[config.mk]
export PLATFORM = sky130hd
export DESIGN_NAME = dfl_done_flags
export DESIGN_NICKNAME = d
export VERILOG_FILES = /design/src/design/dfl_pkg.sv /design/src/design/dfl_done_flags.sv
export SDC_FILE = /design/constraint.sdc
export NUM_CORES = 1
export LEC_CHECK = 0
export ABC_AREA = 1
export BUFFER_PORTS_ARGS = -buffer_cell sky130_fd_sc_hd__buf_2
export CAP_MARGIN = 20
export CELL_PAD_IN_SITES_DETAIL_PLACEMENT = 1
export CELL_PAD_IN_SITES_GLOBAL_PLACEMENT = 2
export CORE_MARGIN = 3
export CORE_UTILIZATION = 24
export CTS_CLUSTER_DIAMETER = 120
export CTS_CLUSTER_SIZE = 30
export DETAILED_ROUTE_END_ITERATION = 10
export GPL_ROUTABILITY_DRIVEN = 0
export GPL_TIMING_DRIVEN = 0
export HOLD_SLACK_MARGIN = 0.1
export PLACE_DENSITY_LB_ADDON = 0.12
export SLEW_MARGIN = 20
export SYNTH_ARGS = -nofsm -noshare
export SYNTH_HDL_FRONTEND = slang
export SYNTH_SLANG_ARGS = --single-unit
[constraint.sdc]
create_clock -name i_clk -period 1.3 [get_ports i_clk]
set_clock_uncertainty 0.1 [all_clocks]
set_input_delay 0.065 -clock i_clk [delete_from_list [all_inputs] [get_ports i_clk]]
set_output_delay 0.065 -clock i_clk [all_outputs]
set_load 0.02 [all_outputs]
[src/design/dfl_pkg.sv]
// package: constants and carriers for the dma channel completion flag register
package dfl_pkg;
  localparam int unsigned NUM_CHAN = 7;
  localparam int unsigned ADDR_W = 16;
  localparam logic [7:0] DONE_FLAGS_ADDR = 8'hD3;
  localparam logic [7:0] DONE_FLAGS_PAGE = 8'h02;
  localparam logic [7:0] DONE_FLAGS_RESET = 8'h00;
  localparam int unsigned UNUSED_BIT = 7;
  localparam int unsigned CFG_IRQ_EN_BIT = 7;
  localparam logic [7:0] FLAG_FIELD_MASK = 8'h7F;

  // one special-function register bus access, sampled in the cycle it is presented
  typedef struct packed {
    logic [7:0] addr;
    logic [7:0] page;
    logic wr;
    logic rd;
    logic [7:0] wdata;
  } dfl_sfr_req_t;
endpackage : dfl_pkg

[src/design/dfl_done_flags.sv]
// module: per-channel full-length completion flag register of the dma engine
// What this block does
// - bit 7 of the flag register reads zero; writes to it are ignored.
// - bits 6 to 0 hold one completion flag, bit n for channel n.
// - flag sets when channel offset address equals transfer size minus one.
// - hardware never clears a flag; only reset or software clears it.
// - a completion raises the flag only when that channel's config bit 7 enables it.
module dfl_done_flags
  import dfl_pkg::*;
#(
  parameter int unsigned P_NUM_CHAN = dfl_pkg::NUM_CHAN,
  parameter int unsigned P_ADDR_W = dfl_pkg::ADDR_W
)
(
  input wire logic i_clk, // system clock, 125 MHz
  input wire logic i_reset_n, // asynchronous system reset, active low
  input wire dfl_pkg::dfl_sfr_req_t i_sfr_req, // sfr bus access
  output logic [7:0] o_sfr_rdata, // read data, valid the cycle after rd
  input wire logic [P_NUM_CHAN*P_ADDR_W-1:0] i_chan_offset_address, // running offsets
  input wire logic [P_NUM_CHAN*P_ADDR_W-1:0] i_chan_transfer_size, // programmed sizes
  input wire logic [P_NUM_CHAN-1:0] i_chan_config_irq_en, // bit 7 of each chan_config
  output logic [P_NUM_CHAN-1:0] o_chan_done_flag // flags towards the interrupt logic
);
  import dfl_pkg::*;

  // refuse shapes the flag byte cannot hold: the channels must sit below the unused bit
  if (P_NUM_CHAN < 1 || P_NUM_CHAN > UNUSED_BIT)
  begin : g_bad_chan_count
    $error("channel count must be 1 to 7 to fit below the unused bit");
  end

  // a zero-width offset would leave nothing to compare against the size
  if (P_ADDR_W < 1)
  begin : g_bad_addr_width
    $error("address width must be at least 1");
  end

  function automatic logic [P_ADDR_W-1:0] field(input logic [P_NUM_CHAN*P_ADDR_W-1:0] v,
                                                input int unsigned n);
    field = v[n*P_ADDR_W +: P_ADDR_W];
  endfunction

  logic [P_NUM_CHAN-1:0] flags_q;
  logic [P_NUM_CHAN-1:0] flags_d;
  logic [P_NUM_CHAN-1:0] match_q;
  logic [P_NUM_CHAN-1:0] match_now;
  logic [P_NUM_CHAN-1:0] set_pulse;
  logic [7:0] rdata_q;
  logic [7:0] flags_wide;
  wire sel = (i_sfr_req.addr == DONE_FLAGS_ADDR) && (i_sfr_req.page == DONE_FLAGS_PAGE);
  wire wr_hit = sel && i_sfr_req.wr;
  wire rd_hit = sel && i_sfr_req.rd;

  // edge on the compare so a channel parked at its last offset does not
  // keep re-asserting the flag and lock out the software clear
  genvar g;
  generate
    for (g = 0; g < P_NUM_CHAN; g++)
    begin : g_cmp
      assign match_now[g] = i_chan_config_irq_en[g] &&
        (field(i_chan_offset_address, g) ==
         P_ADDR_W'(field(i_chan_transfer_size, g) - 1'b1));
    end
  endgenerate

  assign set_pulse = match_now & ~match_q;

  // software writes store the channel bits; a hardware set is or-ed on top
  // so a clear racing a completion can never swallow that completion
  wire [P_NUM_CHAN-1:0] wr_bits = i_sfr_req.wdata[P_NUM_CHAN-1:0];
  wire [P_NUM_CHAN-1:0] kept_bits = wr_hit ? wr_bits : flags_q;
  assign flags_d = kept_bits | set_pulse;

  // bit 7 and bits above the channel count always read as zero
  assign flags_wide = 8'(flags_q) & FLAG_FIELD_MASK;

  always_ff @(posedge i_clk or negedge i_reset_n)
  begin
    if (!i_reset_n)
    begin
      flags_q <= P_NUM_CHAN'(DONE_FLAGS_RESET);
      match_q <= '0;
      rdata_q <= 8'h00;
    end
    else
    begin
      flags_q <= flags_d;
      match_q <= match_now;
      rdata_q <= rd_hit ? flags_wide : 8'h00;
    end
  end

  assign o_sfr_rdata = rdata_q;
  assign o_chan_done_flag = flags_q;

  a_unused_bit_zero: assert property (@(posedge i_clk) disable iff (!i_reset_n)
    o_sfr_rdata[UNUSED_BIT] == 1'b0) else $error("unused bit read as one");

  a_read_returns_flags: assert property (@(posedge i_clk) disable iff (!i_reset_n)
    rd_hit |=> o_sfr_rdata[P_NUM_CHAN-1:0] == $past(flags_q))
    else $error("read data does not match the flags");

  a_match_sets_flag: assert property (@(posedge i_clk) disable iff (!i_reset_n)
    (match_now[0] && !match_q[0]) |=> flags_q[0]) else $error("completion did not set flag");

  a_no_hw_clear: assert property (@(posedge i_clk) disable iff (!i_reset_n)
    (!wr_hit && flags_q[0]) |=> flags_q[0]) else $error("flag cleared without software");

  a_sw_clear_works: assert property (@(posedge i_clk) disable iff (!i_reset_n)
    (wr_hit && !i_sfr_req.wdata[0] && !set_pulse[0]) |=> !flags_q[0])
    else $error("software clear had no effect");

  a_enable_gates_set: assert property (@(posedge i_clk) disable iff (!i_reset_n)
    (!i_chan_config_irq_en[0] && !flags_q[0] && !(wr_hit && i_sfr_req.wdata[0])) |=> !flags_q[0])
    else $error("flag set while disabled");

  a_set_beats_clear: assert property (@(posedge i_clk) disable iff (!i_reset_n)
    (wr_hit && !i_sfr_req.wdata[0] && set_pulse[0]) |=> flags_q[0])
    else $error("completion lost under clear");

  a_unmapped_reads_zero: assert property (@(posedge i_clk) disable iff (!i_reset_n)
    !rd_hit |=> o_sfr_rdata == 8'h00) else $error("unselected read returned data");

  // the same guards for every channel, so a slip in one slice of the
  // per-channel logic cannot hide behind a correct channel 0
  genvar h;
  generate
    for (h = 0; h < P_NUM_CHAN; h++)
    begin : g_chan_chk

      // a rising compare always lands in the flag one cycle later
      a_chan_match_set: assert property (
        @(posedge i_clk) disable iff (!i_reset_n)
        (match_now[h] && !match_q[h]) |=> flags_q[h]
      ) else $error("channel flag not set by completion");

      // once set, only a software write of zero may drop the flag
      a_chan_flag_holds: assert property (
        @(posedge i_clk) disable iff (!i_reset_n)
        (flags_q[h] && !(wr_hit && !i_sfr_req.wdata[h])) |=> flags_q[h]
      ) else $error("channel flag cleared by hardware");

      // a plain software clear with no completion pending takes effect
      a_chan_clear_works: assert property (
        @(posedge i_clk) disable iff (!i_reset_n)
        (wr_hit && !i_sfr_req.wdata[h] && !set_pulse[h]) |=> !flags_q[h]
      ) else $error("channel clear had no effect");

      // a disabled channel never raises its flag on its own
      a_chan_enable_gates: assert property (
        @(posedge i_clk) disable iff (!i_reset_n)
        (!i_chan_config_irq_en[h] && !flags_q[h] && !(wr_hit && i_sfr_req.wdata[h]))
          |=> !flags_q[h]
      ) else $error("channel flag set while disabled");

      // completion and clear in one cycle: the completion is kept
      a_chan_set_wins: assert property (
        @(posedge i_clk) disable iff (!i_reset_n)
        (wr_hit && !i_sfr_req.wdata[h] && set_pulse[h]) |=> flags_q[h]
      ) else $error("channel completion lost under clear");

      // the flag bits are read/write, so writing one sets the flag
      a_chan_write_sets: assert property (
        @(posedge i_clk) disable iff (!i_reset_n)
        (wr_hit && i_sfr_req.wdata[h]) |=> flags_q[h]
      ) else $error("channel write of one not stored");

      // nothing but a completion or a write of one may raise the flag
      a_chan_stays_clear: assert property (
        @(posedge i_clk) disable iff (!i_reset_n)
        (!flags_q[h] && !set_pulse[h] && !(wr_hit && i_sfr_req.wdata[h])) |=> !flags_q[h]
      ) else $error("channel flag rose with no cause");

      // bit n of the read byte carries channel n
      a_chan_read_bit: assert property (
        @(posedge i_clk) disable iff (!i_reset_n)
        rd_hit |=> o_sfr_rdata[h] == $past(flags_q[h])
      ) else $error("channel bit misplaced in read data");
    end
  endgenerate
endmodule // dfl_done_flags

======== Word-level counts from Yosys, hierarchy flattened ========
Index checks and enable logic that the tools add are counted.
Widths: inputs -> output; s select.
operators by class
  add/sub/neg operators ................... 7
  equal/unequal tests ..................... 9
  mux-type cells .......................... 2
  bitwise gates (word level) .............. 3
  reduce and logical (&&, ||, !) cells .... 10
operators by type and width
  operator               number
  $eq 16x16->1           7
  $sub 16x1->16 const B  7
  $mux 7                 2
  $logic_and 1x1->1      10
  $eq 8x2->1 const B     1
  $eq 8x8->1 const B     1
  $and 7x7->7            1
  $not 7->7              1
  $or 7x7->7             1
word-level totals
  flip-flop bits (word level) ............. 22
  input port bits ......................... 259
  output and inout port bits .............. 15
  logic and storage cells ................. 34

======== Depth between registers and ports, before layout ========
  word-level depth ........................ 5
  mapped depth ............................ 14

======== Least setup slack after synthesis ========
OpenSTA, ideal clock, no wires.
  kind .................................... input to register
  from .................................... in i_chan_transfer_size[0]
  to ...................................... reg flags_q[0], in the netlist o_chan_done_flag[0]
  setup time .............................. 65 ps
  arrival time ............................ 1224 ps
  data required time ...................... 1135 ps
  slack ................................... -89 ps
  cell stages on the path ................. 12
  path buffers ............................ 0
  cells stage by stage .................... inv_1 -> ha_1 -> nand3_1 -> nor2_2 -> nand2_1 -> nand3_1 -> nand2_1 -> nor2_1 -> nand2_1 -> nor2_1 -> nand3_1 -> nand2_1
on the way
  word-level cells in the longest chain between the ends .. 5
ends and longest elaborated chain
  item                    line                  RTL
  start: declaration      dfl_done_flags.sv:20  input wire logic [P_NUM_CHAN*P_ADDR_W-1:0] i_chan_transfer_size,
  $sub 16x1->16           dfl_done_flags.sv:62  P_ADDR_W'(field(i_chan_transfer_size, g) - 1'b1));
  $eq 16x16->1            dfl_done_flags.sv:61  (field(i_chan_offset_address, g) ==
  $logic_and 1x1->1       dfl_done_flags.sv:60  assign match_now[g] = i_chan_config_irq_en[g] &&
  $and 7x7->7             dfl_done_flags.sv:66  assign set_pulse = match_now & ~match_q;
  $or 7x7->7              dfl_done_flags.sv:72  assign flags_d = kept_bits | set_pulse;
  via flags_d[0]          dfl_done_flags.sv:44  logic [P_NUM_CHAN-1:0] flags_d;
  end signal: assignment  dfl_done_flags.sv:81  flags_q <= P_NUM_CHAN'(DONE_FLAGS_RESET);
  end signal: assignment  dfl_done_flags.sv:87  flags_q <= flags_d;
  end: declaration        dfl_done_flags.sv:43  logic [P_NUM_CHAN-1:0] flags_q;
The timed path passes the listed nets, and every way through them passes these cells.

======== Worst setup path in the final report ========
  from .................................... in i_chan_transfer_size[64]
  to ...................................... reg match_q[4]
on the way
  word-level cells in the longest chain between the ends .. 3
ends and longest elaborated chain
  item                    line                  RTL
  $sub 16x1->16           dfl_done_flags.sv:62
  $eq 16x16->1            dfl_done_flags.sv:61
  $logic_and 1x1->1       dfl_done_flags.sv:60
  via match_now[4]        dfl_done_flags.sv:46  logic [P_NUM_CHAN-1:0] match_now;
  end signal: assignment  dfl_done_flags.sv:88  match_q <= match_now;
  end: declaration        dfl_done_flags.sv:45  logic [P_NUM_CHAN-1:0] match_q;
The timed path passes the listed nets, and every way through them passes these cells.

==> summary.txt <==
CTS
  – Num CTS Buffers: 3
  – Reg clk slew, reported paths: 0.06 ns
  – CTS tree: done
  – CTS max path bufs: 2
  – Worst-skew pair later-pin latency: 0.25 ns
  – CTS Root Cell: clkbuf_16
  – H-tree Lvls: 1
  – Clock sinks: 21

Critical path
  – Setup crit start kind: input pin
  – Worst path required time: roughly 1.4 ns
  – Cells along the critical path: buf_12 -> inv_6 -> ha_4 -> nor2_2 -> nor2_1 -> nand4_1 -> a21oi_2 -> nand3_2 -> nor2_4 -> nand3b_1 -> nor2_1
  – Setup slack, reg-to-reg: 0.44 ns
  – Crit-path most repeated cell: nor2_1
  – Crit path kind: in2reg
  – WP data arrival: 1.36 ns
  – Reg2reg start: o_chan_done_flag[5]
  – CP max stage cell: ha_4
  – Critical Path End Type: flip-flop
  – Crit Path Max Fanout: 3
  – CP startpoint: i_chan_transfer_size[64]
  – Largest stage delay on the critical path: 0.25 ns

Timing
  – Tightest Pin Transition: 0.508 ns
  – Period Utilization, post-route: 0.988
  – Setup tns final: 0 ns
  – Unrepaired setup endpoints after global routing: yes
  – Final slew viol count: 0
  – Final hold violation count: 0
  – Worst slew margin: 0.662
  – F_max: 778 MHz
  – Fin crit period: 1.28 ns
  – Final Setup Violations: 0

Layout
  – Nets@finish: 1728
  – Commonest cells after routing, fill and taps aside: nand2_1 (361), buf_2 (244), inv_1 (163), nor2_1 (125), nand3_1 (84)
  – Share of cells above drive strength 1: 0.355
  – Finished Core Util: 0.386
  – Commonest non-fill, non-tap cell in the layout: nand2_1
  – Area growth syn-to-layout: 55.5%

Drt
  – Drt total wl: 23700 um
  – TritonRoute pass-1 iters: 4
  – Vias: a little under 8000
  – Routed length per instance: 13.3 um
  – Antenna viol nets, final: 0
  – Vias/cell: 4.43
  – Residual DRC: 0
  – DRT iter0 DRCs: 182

Synth
  – Avg Cell Area, Syn: slightly above 5 um^2
  – Yosys cell types: 39
  – Synth warn: 0
  – Net Count, Synth: approximately 1400
  – Most used DFF post-synth: dfrtp_1
  – Sequential share of the synthesized area: 0.0889
  – Yosys reg bits: 21
  – EDFF count, synth: 0
  – Cell count after synthesis: 1146
  – Async SR Flop Fraction: 1.00
  – Synthesized area: just under 0.006 mm^2

Pwr
  – VDD IR max: about 0.36 mV
  – Cell Pwr Density: 402 mW/mm^2
  – Pleak: 4.79 nW

Floorplan
  – I/O pin total: 274
  – Die X: 163 um
  – Initial Util: 0.248
  – Die area: 0.0266 mm^2
  – Die height: 163 um
  – # rows: 56
  – Core Box Area: 0.0238 mm^2

Flow run
  – Maximum Capacitance Violations: 0

Min path
  – Worst Hold Class: in2reg
  – Hold wc startpoint: i_chan_offset_address[39]

Placed design
  – DP Wirelength: 20800 um
  – IO buf count: 270

GRT
  – Largest net degree at the start of global routing: 22
  – GRT Resource Usage Total: 0.169
  – Initial antenna violation count: 1
  – Vias in the first global route: 8159
  – First-pass GRT wire length: 37500 um
  – GRT overflow: 0

Run status
  – Outcome: complete, no violations
metal layers:
layer,track usage,up-vias,routed length [um]
li1,-,4153,-
met4,0.0281,0,256
met1,0.208,3571,9980
met3,0.0239,12,1190
met2,0.316,154,12300
met5,0,-,0
synthesized netlist by cell type (2+ instances only):
library cell,number,share of area
xor2_1,48,0.071
nand4_1,28,0.030
buf_4,2,0.0025
a21o_1,5,0.0063
nand3b_1,29,0.037
dfrtp_1,21,0.089
nor2_1,182,0.12
o21ai_1,2,0.0017
nand3_1,100,0.085
inv_1,180,0.11
and2_1,3,0.0032
a21oi_1,9,0.0076
nand2_1,400,0.25
nor4_1,2,0.0021
nor3_1,9,0.0076
ha_1,7,0.015
nand3_2,2,0.0034
xnor2_1,39,0.058
inv_2,3,0.0019
nand2_2,9,0.0095
or2_2,5,0.0053
nor2_2,13,0.014
nor2_4,14,0.027
o21ai_0,19,0.016
state kept, by name, summed over array words and instances, names as in the netlist:
| register | flops |
|---|---|
| match_q | 7 |
| o_chan_done_flag | 7 |
| o_sfr_rdata | 7 |
report_power, final:
part	switching (mW)	leakage (nW)	internal, mW
Clock	0.247	0.0409	0.413
Sequential	0.0000386	0.257	0.654
Combinational	1.33	4.49	1.05
Total	1.58	4.79	2.12
metrics by stage:
stage | setup WS [ns] | hold slack (ns) | instance area (um^2) | total power [mW] | std cells
floorplan | 0.00578 | -0.331 | 5950 | 1.79 | 1146
global placement | -0.611 | -0.0199 | 7700 | 2.60 | 1735
detailed placement | -0.603 | -0.0251 | 7700 | 2.63 | 1735
CTS | -0.00509 | 0.112 | 8200 | 3.45 | 1759
global route | -0.174 | 0.152 | 9190 | 4.05 | 1781
finish | 0.0154 | 0.124 | 9190 | 3.70 | 1782
cell type report:
| cell class | count | area [um^2] |
|---|---|---|
| clock inverter | 1 | 5.00 |
| inverter | 183 | 744 |
| antenna | 2 | 5.00 |
| fill | 3308 | 14600 |
| tap | 319 | 399 |
| timing repair buffer | 311 | 1910 |
| sequential | 21 | 526 |
| multi-input combinational | 939 | 5510 |
| clock buffer | 3 | 75.1 |
| buffer | 3 | 22.5 |
path summary, 6_finish.rpt:
kind | to | cells after the start
setup reg to reg | o_chan_done_flag[5] | 4
setup / recovery | match_q[4] | 11
hold / removal | match_q[2] | 6
hold reg to reg | o_chan_done_flag[1] | 3
max in group asynchronous | o_sfr_rdata[2] | 2
min in group asynchronous | match_q[3] | 2
kinds of logic after synthesis:
| logic type | after synthesis | synth area share |
|---|---|---|
| AOI/OAI and AO/OA | 40 | 0.0387 |
| other | 1 | 0.000634 |
| and+or+nand+nor | 801 | 0.598 |
| buffers and inverters | 186 | 0.119 |
| DFF | 21 | 0.0889 |
| xor gates and xnor gates | 90 | 0.139 |
| adders and majority gates | 7 | 0.0148 |
critical path: cells and delay by family:
| kind | cells | cell delay, ns |
|---|---|---|
| compound gates | 1 | 0.20 |
| fa+ha+maj | 1 | 0.25 |
| buf+inv | 2 | 0.12 |
| simple gates | 7 | 0.71 |
what timing repair did:
action / CTS / global route
hold endpoints to repair: 32 / 0
hold buffers: 12 / 0
pin swaps: 31 / 111
buffers inserted: 8 / 23
resized for setup: 66 / 245
endpoints found under the setup margin: 14 / 14
Power figures use the tool's default switching activity.
